`config.mk`:
```
export PLATFORM = sky130hd
export DESIGN_NAME = ptmr_timer
export DESIGN_NICKNAME = d
export VERILOG_FILES = /design/src/verilog/ptmr_pkg.sv /design/src/verilog/ptmr_prescale.sv /design/src/verilog/ptmr_postscale.sv /design/src/verilog/ptmr_timer.sv
export SDC_FILE = /design/constraint.sdc
export NUM_CORES = 1
export LEC_CHECK = 0
export ABC_AREA = 1
export CORE_MARGIN = 2
export CORE_UTILIZATION = 40
export DETAILED_ROUTE_END_ITERATION = 16
export DONT_BUFFER_PORTS = 1
export PLACE_DENSITY_LB_ADDON = 0.1
export SLEW_MARGIN = 15
export SYNTH_ARGS = -nofsm -noshare
export SYNTH_HDL_FRONTEND = slang
export SYNTH_SLANG_ARGS = --single-unit
```
`constraint.sdc`:
```
create_clock -name clk_i -period 2.74 [get_ports clk_i]
set_input_delay 0.411 -clock clk_i [delete_from_list [all_inputs] [get_ports clk_i]]
set_output_delay 0.411 -clock clk_i [all_outputs]
set_load 0.01 [all_outputs]
```
`src/verilog/ptmr_pkg.sv`:
```
// ptmr_pkg: constants for the 8-bit period timer with pwm time base
// assumes a wishbone classic slave with 32-bit data, byte lanes in sel
//
// Overview of operation
// - count wraps to zero after matching period
// - period loads all ones on reset
// - count clears on reset, software read/write
// - period is eight bits, always read/write
// - prescaler input is the instruction-rate tick
// - control 1:0 picks prescale 1, 4, 16
// - control 6:3 picks postscale 1 to 16
// - postscaler completion sets latched match flag
// - count/control write or reset clears scalers
// - control write leaves count unchanged
// - control bit 7 reads zero, others reset zero
// - raw match only feeds pwm time base
// - time base for pwm mode only
package ptmr_pkg;
    // ------------------------------------------------------------
    // register map (byte addresses)
    // ------------------------------------------------------------
    localparam logic [3:0] PTMR_OFS_CONTROL = 4'h0;
    localparam logic [3:0] PTMR_OFS_COUNT = 4'h4;
    localparam logic [3:0] PTMR_OFS_PERIOD = 4'h8;
    localparam logic [3:0] PTMR_OFS_STATUS = 4'hC;
    localparam logic [3:0] PTMR_ADDR_W = 4'h4;
    // ------------------------------------------------------------
    // fields and reset values
    // ------------------------------------------------------------
    localparam int PTMR_RUN_BIT = 2;
    localparam int PTMR_PRE_LSB = 0;
    localparam int PTMR_POST_LSB = 3;
    localparam int PTMR_FLAG_BIT = 0;
    localparam int PTMR_EN_BIT = 8;
    localparam logic [7:0] PTMR_CTRL_MASK = 8'h7F;
    localparam logic [7:0] PTMR_CTRL_RST = 8'h00;
    localparam logic [7:0] PTMR_COUNT_RST = 8'h00;
    localparam logic [7:0] PTMR_PERIOD_RST = 8'hFF;
    // ------------------------------------------------------------
    // timing: instruction clock is oscillator / 4
    // ------------------------------------------------------------
    localparam int PTMR_OSC_PER_INSTR = 4;
    localparam logic [1:0] PTMR_INSTR_DIV_LAST = 2'(PTMR_OSC_PER_INSTR - 1);
    localparam logic [3:0] PTMR_PRE1_LAST = 4'h0;
    localparam logic [3:0] PTMR_PRE4_LAST = 4'h3;
    localparam logic [3:0] PTMR_PRE16_LAST = 4'hF;
endpackage : ptmr_pkg

```
`src/verilog/ptmr_prescale.sv`:
```
// ptmr_prescale: divides the instruction-rate tick by 1, 4 or 16
// assumes tick_i is one cycle wide and clr_i may arrive at any time
`timescale 1ns/1ps
`default_nettype none
module ptmr_prescale (
    input wire logic clk_i,
    input wire logic rst_i,
    input wire logic clr_i,
    input wire logic tick_i,
    input wire logic [1:0] sel_i,
    output logic pulse_o
);
    logic [3:0] cnt_r;
    logic [3:0] last;

    always_comb begin
        if (sel_i[1]) begin
            last = ptmr_pkg::PTMR_PRE16_LAST;
        end else if (sel_i[0]) begin
            last = ptmr_pkg::PTMR_PRE4_LAST;
        end else begin
            last = ptmr_pkg::PTMR_PRE1_LAST;
        end
    end

    assign pulse_o = tick_i && !clr_i && (cnt_r >= last);

    always_ff @(posedge clk_i) begin
        if (rst_i || clr_i) begin
            cnt_r <= 4'h0;
        end else if (tick_i) begin
            cnt_r <= (cnt_r >= last) ? 4'h0 : cnt_r + 4'h1;
        end
    end
endmodule : ptmr_prescale
`default_nettype wire

```
`src/verilog/ptmr_postscale.sv`:
```
// ptmr_postscale: counts period matches, pulses after 1 to 16 of them
// assumes match_i is one cycle wide
`timescale 1ns/1ps
`default_nettype none
module ptmr_postscale (
    input wire logic clk_i,
    input wire logic rst_i,
    input wire logic clr_i,
    input wire logic match_i,
    input wire logic [3:0] sel_i,
    output logic done_o
);
    logic [3:0] cnt_r;

    assign done_o = match_i && !clr_i && (cnt_r >= sel_i);

    always_ff @(posedge clk_i) begin
        if (rst_i || clr_i) begin
            cnt_r <= 4'h0;
        end else if (match_i) begin
            cnt_r <= (cnt_r >= sel_i) ? 4'h0 : cnt_r + 4'h1;
        end
    end
endmodule : ptmr_postscale
`default_nettype wire

```
`src/verilog/ptmr_timer.sv`:
```
// ptmr_timer: 8-bit period timer with prescaler, postscaler and irq
// assumes a wishbone classic master; clk_i is the oscillator clock
//
// Decided for this implementation: the Wishbone register port and the address map.
`timescale 1ns/1ps
`default_nettype none
module ptmr_timer (
    input wire logic clk_i,
    input wire logic rst_i,
    input wire logic cyc_i,
    input wire logic stb_i,
    input wire logic we_i,
    input wire logic [3:0] adr_i,
    input wire logic [3:0] sel_i,
    input wire logic [31:0] dat_i,
    output logic [31:0] dat_o,
    output logic ack_o,
    output logic irq_o,
    output logic pwm_base_o
);
    // ------------------------------------------------------------
    // bus decode
    // ------------------------------------------------------------
    logic req;
    logic wr;
    logic wr_ctrl;
    logic wr_count;
    logic wr_period;
    logic wr_status;
    logic [31:0] rd_data;

    assign req = cyc_i && stb_i && !ack_o;
    assign wr = req && we_i && sel_i[0];
    assign wr_ctrl = wr && (adr_i == ptmr_pkg::PTMR_OFS_CONTROL);
    assign wr_count = wr && (adr_i == ptmr_pkg::PTMR_OFS_COUNT);
    assign wr_period = wr && (adr_i == ptmr_pkg::PTMR_OFS_PERIOD);
    assign wr_status = wr && (adr_i == ptmr_pkg::PTMR_OFS_STATUS);

    // ------------------------------------------------------------
    // registers
    // ------------------------------------------------------------
    logic [7:0] ctrl_r;
    logic [7:0] count_r;
    logic [7:0] period_r;
    logic flag_r;
    logic en_r;
    logic [1:0] instr_div_r;
    logic instr_tick;
    logic scaler_clr;
    logic pre_pulse;
    logic match;
    logic post_done;

    always_ff @(posedge clk_i) begin
        if (rst_i) begin
            ctrl_r <= ptmr_pkg::PTMR_CTRL_RST;
        end else if (wr_ctrl) begin
            ctrl_r <= dat_i[7:0] & ptmr_pkg::PTMR_CTRL_MASK;
        end
    end

    always_ff @(posedge clk_i) begin
        if (rst_i) begin
            period_r <= ptmr_pkg::PTMR_PERIOD_RST;
        end else if (wr_period) begin
            period_r <= dat_i[7:0];
        end
    end

    // ------------------------------------------------------------
    // instruction clock: oscillator / 4, free running
    // ------------------------------------------------------------
    always_ff @(posedge clk_i) begin
        if (rst_i) begin
            instr_div_r <= 2'h0;
        end else begin
            instr_div_r <= instr_div_r + 2'h1;
        end
    end

    // prescaler sees instruction ticks only while running
    assign instr_tick = (instr_div_r == ptmr_pkg::PTMR_INSTR_DIV_LAST)
        && ctrl_r[ptmr_pkg::PTMR_RUN_BIT];
    assign scaler_clr = wr_ctrl || wr_count;

    ptmr_prescale u_pre (
        .clk_i(clk_i),
        .rst_i(rst_i),
        .clr_i(scaler_clr),
        .tick_i(instr_tick),
        .sel_i(ctrl_r[ptmr_pkg::PTMR_PRE_LSB +: 2]),
        .pulse_o(pre_pulse)
    );

    assign match = pre_pulse && (count_r == period_r);

    // ------------------------------------------------------------
    // count: a control write never touches it
    // ------------------------------------------------------------
    always_ff @(posedge clk_i) begin
        if (rst_i) begin
            count_r <= ptmr_pkg::PTMR_COUNT_RST;
        end else if (wr_count) begin
            count_r <= dat_i[7:0];
        end else if (match) begin
            count_r <= ptmr_pkg::PTMR_COUNT_RST;
        end else if (pre_pulse) begin
            count_r <= count_r + 8'h01;
        end
    end

    ptmr_postscale u_post (
        .clk_i(clk_i),
        .rst_i(rst_i),
        .clr_i(scaler_clr),
        .match_i(match),
        .sel_i(ctrl_r[ptmr_pkg::PTMR_POST_LSB +: 4]),
        .done_o(post_done)
    );

    // ------------------------------------------------------------
    // interrupt: sticky flag, write one to clear, set wins
    // ------------------------------------------------------------
    always_ff @(posedge clk_i) begin
        if (rst_i) begin
            flag_r <= 1'b0;
        end else if (post_done) begin
            flag_r <= 1'b1;
        end else if (wr_status && dat_i[ptmr_pkg::PTMR_FLAG_BIT]) begin
            flag_r <= 1'b0;
        end
    end

    always_ff @(posedge clk_i) begin
        if (rst_i) begin
            en_r <= 1'b0;
        end else if (wr_status && sel_i[1]) begin
            en_r <= dat_i[ptmr_pkg::PTMR_EN_BIT];
        end
    end

    always_ff @(posedge clk_i) begin
        if (rst_i) begin
            irq_o <= 1'b0;
        end else begin
            irq_o <= (flag_r || post_done) && en_r;
        end
    end

    // raw match, registered; pwm units only, never a serial clock
    always_ff @(posedge clk_i) begin
        if (rst_i) begin
            pwm_base_o <= 1'b0;
        end else begin
            pwm_base_o <= match;
        end
    end

    // ------------------------------------------------------------
    // read mux and ack
    // ------------------------------------------------------------
    always_comb begin
        rd_data = 32'h0000_0000;
        case (adr_i)
            ptmr_pkg::PTMR_OFS_CONTROL: rd_data[7:0] = ctrl_r;
            ptmr_pkg::PTMR_OFS_COUNT: rd_data[7:0] = count_r;
            ptmr_pkg::PTMR_OFS_PERIOD: rd_data[7:0] = period_r;
            ptmr_pkg::PTMR_OFS_STATUS: begin
                rd_data[ptmr_pkg::PTMR_FLAG_BIT] = flag_r;
                rd_data[ptmr_pkg::PTMR_EN_BIT] = en_r;
            end
            default: rd_data = 32'h0000_0000;
        endcase
    end

    always_ff @(posedge clk_i) begin
        if (rst_i) begin
            ack_o <= 1'b0;
            dat_o <= 32'h0000_0000;
        end else begin
            ack_o <= req;
            dat_o <= req ? rd_data : 32'h0000_0000;
        end
    end
endmodule : ptmr_timer
`default_nettype wire

```
==> results of run 1 <==
[power groups by stage]
stage	sequential [uW]	clock [uW]	combinational [uW]
floorplan	706	0	78.6
global placement	707	0	59.9
detailed placement	707	0	59.7
CTS	691	444	60.1
global route	692	472	69.2
finish	691	426	60.2
[worst reg2reg max path: stages (launching register included)]
cell      delay (ps)
dfxtp_1          340
nor2_1           150
inv_1             60
ha_1             270
nand2_1           40
nor2_1            70
nand3b_1         210
inv_2            110
nor2_8           200
nand3_2          150
nand2_1           90
nand2_1           60
nor2_2            90
[synthesized netlist by cell type (2+ instances only)]
cell	n	area [um^2]
xnor2_1	10	87.6
o211ai_1	5	37.5
a21oi_2	7	61.3
a21oi_1	18	90.1
inv_2	7	26.3
nor2_1	18	67.6
xor2_1	3	26.3
nand2_1	82	308
buf_4	24	180
ha_1	12	150
nand3_2	2	20.0
o221ai_1	3	26.3
buf_6	4	45.0
nand4_1	13	81.3
o21ai_1	5	25.0
nand3_1	22	110
inv_1	53	199
dfxtp_1	47	941
o21ai_0	8	40.0
nand2_4	4	45.0
o22ai_1	3	18.8
nor2_8	3	60.1
nor2_4	3	33.8
nor2_2	7	43.8
[stage by stage]
step                      hold slack [ps]  instances  util (%)
final                                 173        474      42.5
after global routing                  150        474      42.5
after CTS                             158        474      42.5
after detailed placement              412        467      41.2
after global placement                405        467      41.2
after floorplan                       399        401         -
[final cells by class]
| cell class | count | area [um^2] | area share, % |
|---|---|---|---|
| inverters | 63 | 243 | 8.35 |
| clock buffers | 6 | 82.6 | 2.84 |
| flip-flops and latches | 47 | 941 | 32.4 |
| multi-input cells | 260 | 1510 | 51.9 |
| well taps | 96 | 120 | 4.13 |
| clock inverters | 1 | 5.00 | 0.172 |
| repair buffers | 1 | 7.51 | 0.258 |
[registers in the layout, indices dropped and copies added (netlist names)]
name          cells
dat_o             9
ack_o             1
period_r          8
pwm_base_o        1
count_r           8
irq_o             1
u_post.cnt_r      4
flag_r            1
u_pre.cnt_r       4
ctrl_r            7
en_r              1
instr_div_r       2
[kinds of logic (layout without fill, tap and decap cells)]
| family | count (synthesis) | in the layout |
|---|---|---|
| AND/OR/NAND/NOR | 160 | 160 |
| buffers and inverters | 94 | 71 |
| AO/OA/AOI/OAI | 52 | 52 |
| flip-flops | 47 | 47 |
| XOR/XNOR | 13 | 13 |
| adder cells (fa/ha/maj) | 12 | 12 |
| other | 1 | 23 |
[per-layer routing]
layer  GRT usage (%)  part of all wire (%)  wire [um]
met2            29.0                    45       2800
met1            22.7                    48       3010
met3            1.87                   5.9        371
met4            4.55                   1.1         70
met5               0                     0          0
[layout by cell type (no fill, tap or decap), types with 2 or more instances in the layout]
master,count
nand3_1,22
ha_1,12
xor2_1,3
xnor2_1,10
nand2_4,4
inv_1,53
o22ai_1,3
a21oi_1,18
dfxtp_1,47
nand2_1,82
clkbuf_8,6
o21ai_0,8
o221ai_1,3
nand4_1,13
nor2_2,7
clkinv_2,2
conb_1,23
nor2_4,3
o211ai_1,5
a21oi_2,7
nand3_2,2
nor2_8,3
nor2_1,18
o21ai_1,5
inv_2,7
[how the worst max path moves through the flow]
stage	to	slack, ps	depth (start not counted)
2_1_floorplan	irq_o$_SDFF_PP0_	1150	12
3_3_place_gp	irq_o$_SDFF_PP0_	870	12
3_5_place_dp	irq_o$_SDFF_PP0_	860	12
4_1_cts	irq_o$_SDFF_PP0_	830	12
5_1_grt	irq_o$_SDFF_PP0_	650	12
6_report	irq_o$_SDFF_PP0_	840	12
==> impl_metrics.tcl, run 1 <==
set metrics [dict create \
    status "completed" \
    seq_power_share_pct 58.7 \
    path_cells "nor2_1 -> inv_1 -> ha_1 -> nand2_1 -> nor2_1 -> nand3b_1 -> inv_2 -> nor2_8 -> nand3_2 -> nand2_1 -> nand2_1 -> nor2_2" \
    yosysSeqAreaShare_pct 33.1 \
    hold_viol 0 \
    fin_crit_ps 1900 \
    drt_iter0_markers 105 \
    antenna_found_initial 0 \
    routedWlPerCell_um 13.2 \
    cts_tree "yes" \
    combPwrFrac_pct 5.1 \
    cp_num_buf_inv 2 \
    fin_skew_ps 6.94 \
    critPathMaxFanout 10 \
    synth_edf_count 0 \
    yosys.area_share.simple_pct 28.9 \
    synthesis.area_um2 2850 \
    grt_pass1_wl_um 10300 \
    fillers 758 \
    htreeDepth 2 \
    vias 2221 \
    worst_slack_ps 841 \
    critPathLaunch "ctrl_r[0]$_SDFFE_PP0P_" \
    dieArea_um2 7800 \
    cts-resized-gates 0 \
    hold_path_class "in -> reg" \
    routabilityCongestion 0.860 \
    wl_um 6250 \
    synth_fa_ha_area_share_pct 5.28 \
    p_sw_uw 277 \
    clk_pin_slew_ps 90 \
    rsz0062_at_grt "no" \
    synth_xor_area_share_pct 4.00 \
    grt_start_max_net_pins 19 \
    ys_ff_latch 47 \
    rows 30 \
    synth_compound_area_share_pct 11.7 \
    internal-power_uw 899 \
    syn_area_per_cell_um2 7.51 \
    diodes 0 \
    worst-endpoint-required_ps 2980 \
    clock_power_share_pct 36.2 \
    route.detailed.drc 0 \
    tns_ps 0 \
    io_buffers 0 \
    sw_frac_of_total_pct 23.5 \
    syn_inst 379 \
    cellPowerDensity_nw_per_um2 405 \
    max_stage_delay_ps 340 \
    drv_slew 0 \
    tightest_slew_ps 559 \
    core_um2 6830 \
    grt_usage_pct 17.0 \
    start_kind "flop" \
    r2r_slack_ps 840 \
    synthFlopType "dfxtp_1" \
    crit_top_cell "nand2_1" \
    whs_endpoint "count_r[6]$_SDFFE_PP0P_" \
    synth_mux_area_share_pct 0 \
    grt_pass1_vias 2128 \
    power.leakage_uw 0.00134 \
    crit_slowest_cell "dfxtp_1" \
    fin_area_um2 2910 \
    ios 80 \
    r2r-end "irq_o$_SDFF_PP0_" \
    drv_cap 0 \
    clk_path_buf_depth 2 \
    rr_startpoint "ctrl_r[0]$_SDFFE_PP0P_" \
    max-slew-margin-rel_pct 62.7 \
    postCtsHoldBufs 0 \
    root_buffer "clkbuf_8" \
    ys_async_sr_fraction_pct 0 \
    cts_buffers 5 \
    grt.overflow.total 0 \
    critPathTopFamily "simple AND/OR/NAND/NOR gates" \
    ff2ff_path_depth 12 \
    viasPerCell 4.69 \
    dp_slack_ps 862 \
    synth_top_family_by_area "simple AND/OR/NAND/NOR gates" \
    power_uw 1180 \
    worstHoldPathCells 1 \
    dr.pass1.iters 4 \
    yosys_warnings 0 \
    setup_viol 0 \
    fp.dieH_um 88.3 \
    place_area_um2 2820 \
    hold_start "rst_i" \
    ir_worst_vdd_mv 0.180 \
    min_period_over_period_pct 69.3 \
    worstSetupPathType "reg -> reg" \
    drive_gt1_share_pct 12.4 \
    start_util_pct 41.6 \
    drtAntennaViolNets 0 \
    ys_types 40 \
    cp.arrival_ps 2140 \
    area_delta_synth_final_pct 2.11 \
    max_freq_mhz 527 \
    cts_setup_buffers 0 \
    end_kind "flop" \
    final_nets 435 \
    clk_latency_ps 300 \
    dpl.hpwl_um 4800 \
    clock_sinks 47 \
    die_x_um 88.3 \
]
Note: power is estimated with default switching activity, not from simulation.
==> run 2, diff against run 1 <==
==> constraint.sdc (replaced) <==
create_clock -name clk_i -period 1.9 [get_ports clk_i]
set_input_delay 0.285 -clock clk_i [delete_from_list [all_inputs] [get_ports clk_i]]
set_output_delay 0.285 -clock clk_i [all_outputs]
set_load 0.01 [all_outputs]
==> run 2 against run 1 <==
Combinational power grew 46%. Register-to-register slack lost 700 ps. Clock power grew 69%.
==> impl_metrics.tcl, run 2 (same netlist as run 1, synthesis figures left out) <==
set metrics [dict create \
    rows 30 \
    routabilityCongestion 0.797 \
    drtAntennaViolNets 0 \
    clk_pin_slew_ps 80 \
    start_util_pct 41.6 \
    crit_top_cell "nand2_1" \
    drv_slew 0 \
    root_buffer "clkbuf_8" \
    largest_registers "dat_o x9, count_r x8, period_r x8" \
    max_freq_mhz 568 \
    final_common_cell "nand2_1" \
    viasPerCell 4.73 \
    ff2ff_path_depth 12 \
    area_delta_synth_final_pct 5.72 \
    antenna_found_initial 0 \
    largest_reg_flops 9 \
    clk_path_buf_depth 2 \
    dpl.hpwl_um 4870 \
    postCtsHoldBufs 0 \
    cts_tree "yes" \
    fillers 740 \
    hold_path_class "in -> reg" \
    grt.overflow.total 0 \
    io_buffers 0 \
    grt_start_max_net_pins 19 \
    status "completed" \
    final_nets 439 \
    ios 80 \
    fin_skew_ps 3.29 \
    hold_start "rst_i" \
    r2r-end "irq_o$_SDFF_PP0_" \
    start_kind "flop" \
    tightest_slew_ps 590 \
    fp.dieH_um 88.3 \
    grt_usage_pct 17.6 \
    critPathMaxFanout 5 \
    crit_slowest_cell "dfxtp_2" \
    rsz0062_at_grt "yes" \
    rr_startpoint "ctrl_r[1]$_SDFFE_PP0P_" \
    fin_util_pct 44.0 \
    dieArea_um2 7800 \
    worstHoldPathCells 1 \
    cellPowerDensity_nw_per_um2 600 \
    max-slew-margin-rel_pct 60.6 \
    r2r_slack_ps 140 \
    critPathTopFamily "simple AND/OR/NAND/NOR gates" \
    final_cell_mix "nand2_1 (82), inv_1 (52), dfxtp_1 (44)" \
    worst-endpoint-required_ps 2150 \
    cp.arrival_ps 2010 \
    path_cells "nor2_4 -> inv_1 -> ha_1 -> nand2_1 -> nor2_1 -> nand3b_1 -> inv_4 -> nor2_8 -> nand3_4 -> nand2_1 -> nand2_1 -> nor2_2" \
    whs_endpoint "count_r[1]$_SDFFE_PP0P_" \
    drt_iter0_markers 68 \
    final_cells 478 \
    drive_gt1_share_pct 15.2 \
    clk_latency_ps 300 \
    clock_sinks 47 \
    cts_buffers 5 \
    routedWlPerCell_um 13.4 \
    vias 2262 \
    grt_pass1_vias 2029 \
    power.leakage_uw 0.00138 \
    cts-resized-gates 0 \
    end_kind "flop" \
    wl_um 6400 \
    cp_num_buf_inv 2 \
    ir_worst_vdd_mv 0.290 \
    worstSetupPathType "reg -> reg" \
    dp_cells 470 \
    max_stage_delay_ps 350 \
    dr.pass1.iters 4 \
    fin_crit_ps 1760 \
    core_um2 6830 \
    diodes 0 \
    grt_pass1_wl_um 10500 \
    hold_viol 0 \
    cts_setup_buffers 0 \
    die_x_um 88.3 \
    route.detailed.drc 0 \
    min_period_over_period_pct 92.7 \
    htreeDepth 2 \
    regMostFlops "dat_o" \
    drv_cap 0 \
    setup_viol 0 \
]
[run 2: cell count changes in the layout (fill, tap and decap cells not counted), moves of 2 or more]
cell / delta
o21ai_1: -2
dfxtp_1: -3
nor2_4: +2
dfxtp_2: +3
buf_4: +2
o21ai_2: +2
[run 2: cell type report]
| cell class | count | area (um^2) | area share (%) |
|---|---|---|---|
| inverter | 63 | 245 | 8.15 |
| tap | 96 | 120 | 3.99 |
| clock inverter | 1 | 30.0 | 0.998 |
| timing repair buffer | 4 | 33.8 | 1.12 |
| sequential | 47 | 945 | 31.4 |
| clock buffer | 6 | 72.6 | 2.41 |
| multi-input combinational | 261 | 1560 | 51.9 |
[run 2: report_power, final]
group / switching (uW) / total, uW / internal (uW)
Sequential: 4.60 / 996 / 991
Clock: 335 / 721 / 386
Combinational: 67.6 / 87.8 / 20.2
[run 2: worst max-delay path by stage]
stage | cells after the start | to | slack, ps | startpoint
after floorplan | 12 | irq_o$_SDFF_PP0_ | 310 | ctrl_r[0]$_SDFFE_PP0P_
after global placement | 12 | irq_o$_SDFF_PP0_ | 80 | ctrl_r[0]$_SDFFE_PP0P_
after detailed placement | 12 | irq_o$_SDFF_PP0_ | 60 | ctrl_r[0]$_SDFFE_PP0P_
after CTS | 12 | irq_o$_SDFF_PP0_ | 40 | ctrl_r[0]$_SDFFE_PP0P_
after global routing | 12 | irq_o$_SDFF_PP0_ | -20 | ctrl_r[1]$_SDFFE_PP0P_
final | 12 | irq_o$_SDFF_PP0_ | 140 | ctrl_r[1]$_SDFFE_PP0P_
[run 2: through the flow]
stage	cell area (um^2)	worst slack (ps)	total power [uW]	TNS (ps)	hold WS, ps
5_1_grt	3010	-22.2	1890	-66.6	16.4
3_3_place_gp	2840	79.9	1110	0	354
4_1_cts	2940	40.7	1830	0	25.2
2_1_floorplan	2930	314	1130	0	347
6_report	3010	139	1800	0	38.9
3_5_place_dp	2840	64.3	1110	0	354
[run 2: routing by layer]
| layer | vias to the layer above | share of wire, % | GRT usage, % |
|---|---|---|---|
| met3 | 5 | 4.6 | 2.61 |
| met1 | 1040 | 49 | 25.4 |
| li1 | 1164 | - | - |
| met4 | 0 | 1.3 | 5.37 |
| met5 | - | 0 | 0 |
| met2 | 53 | 45 | 27.0 |
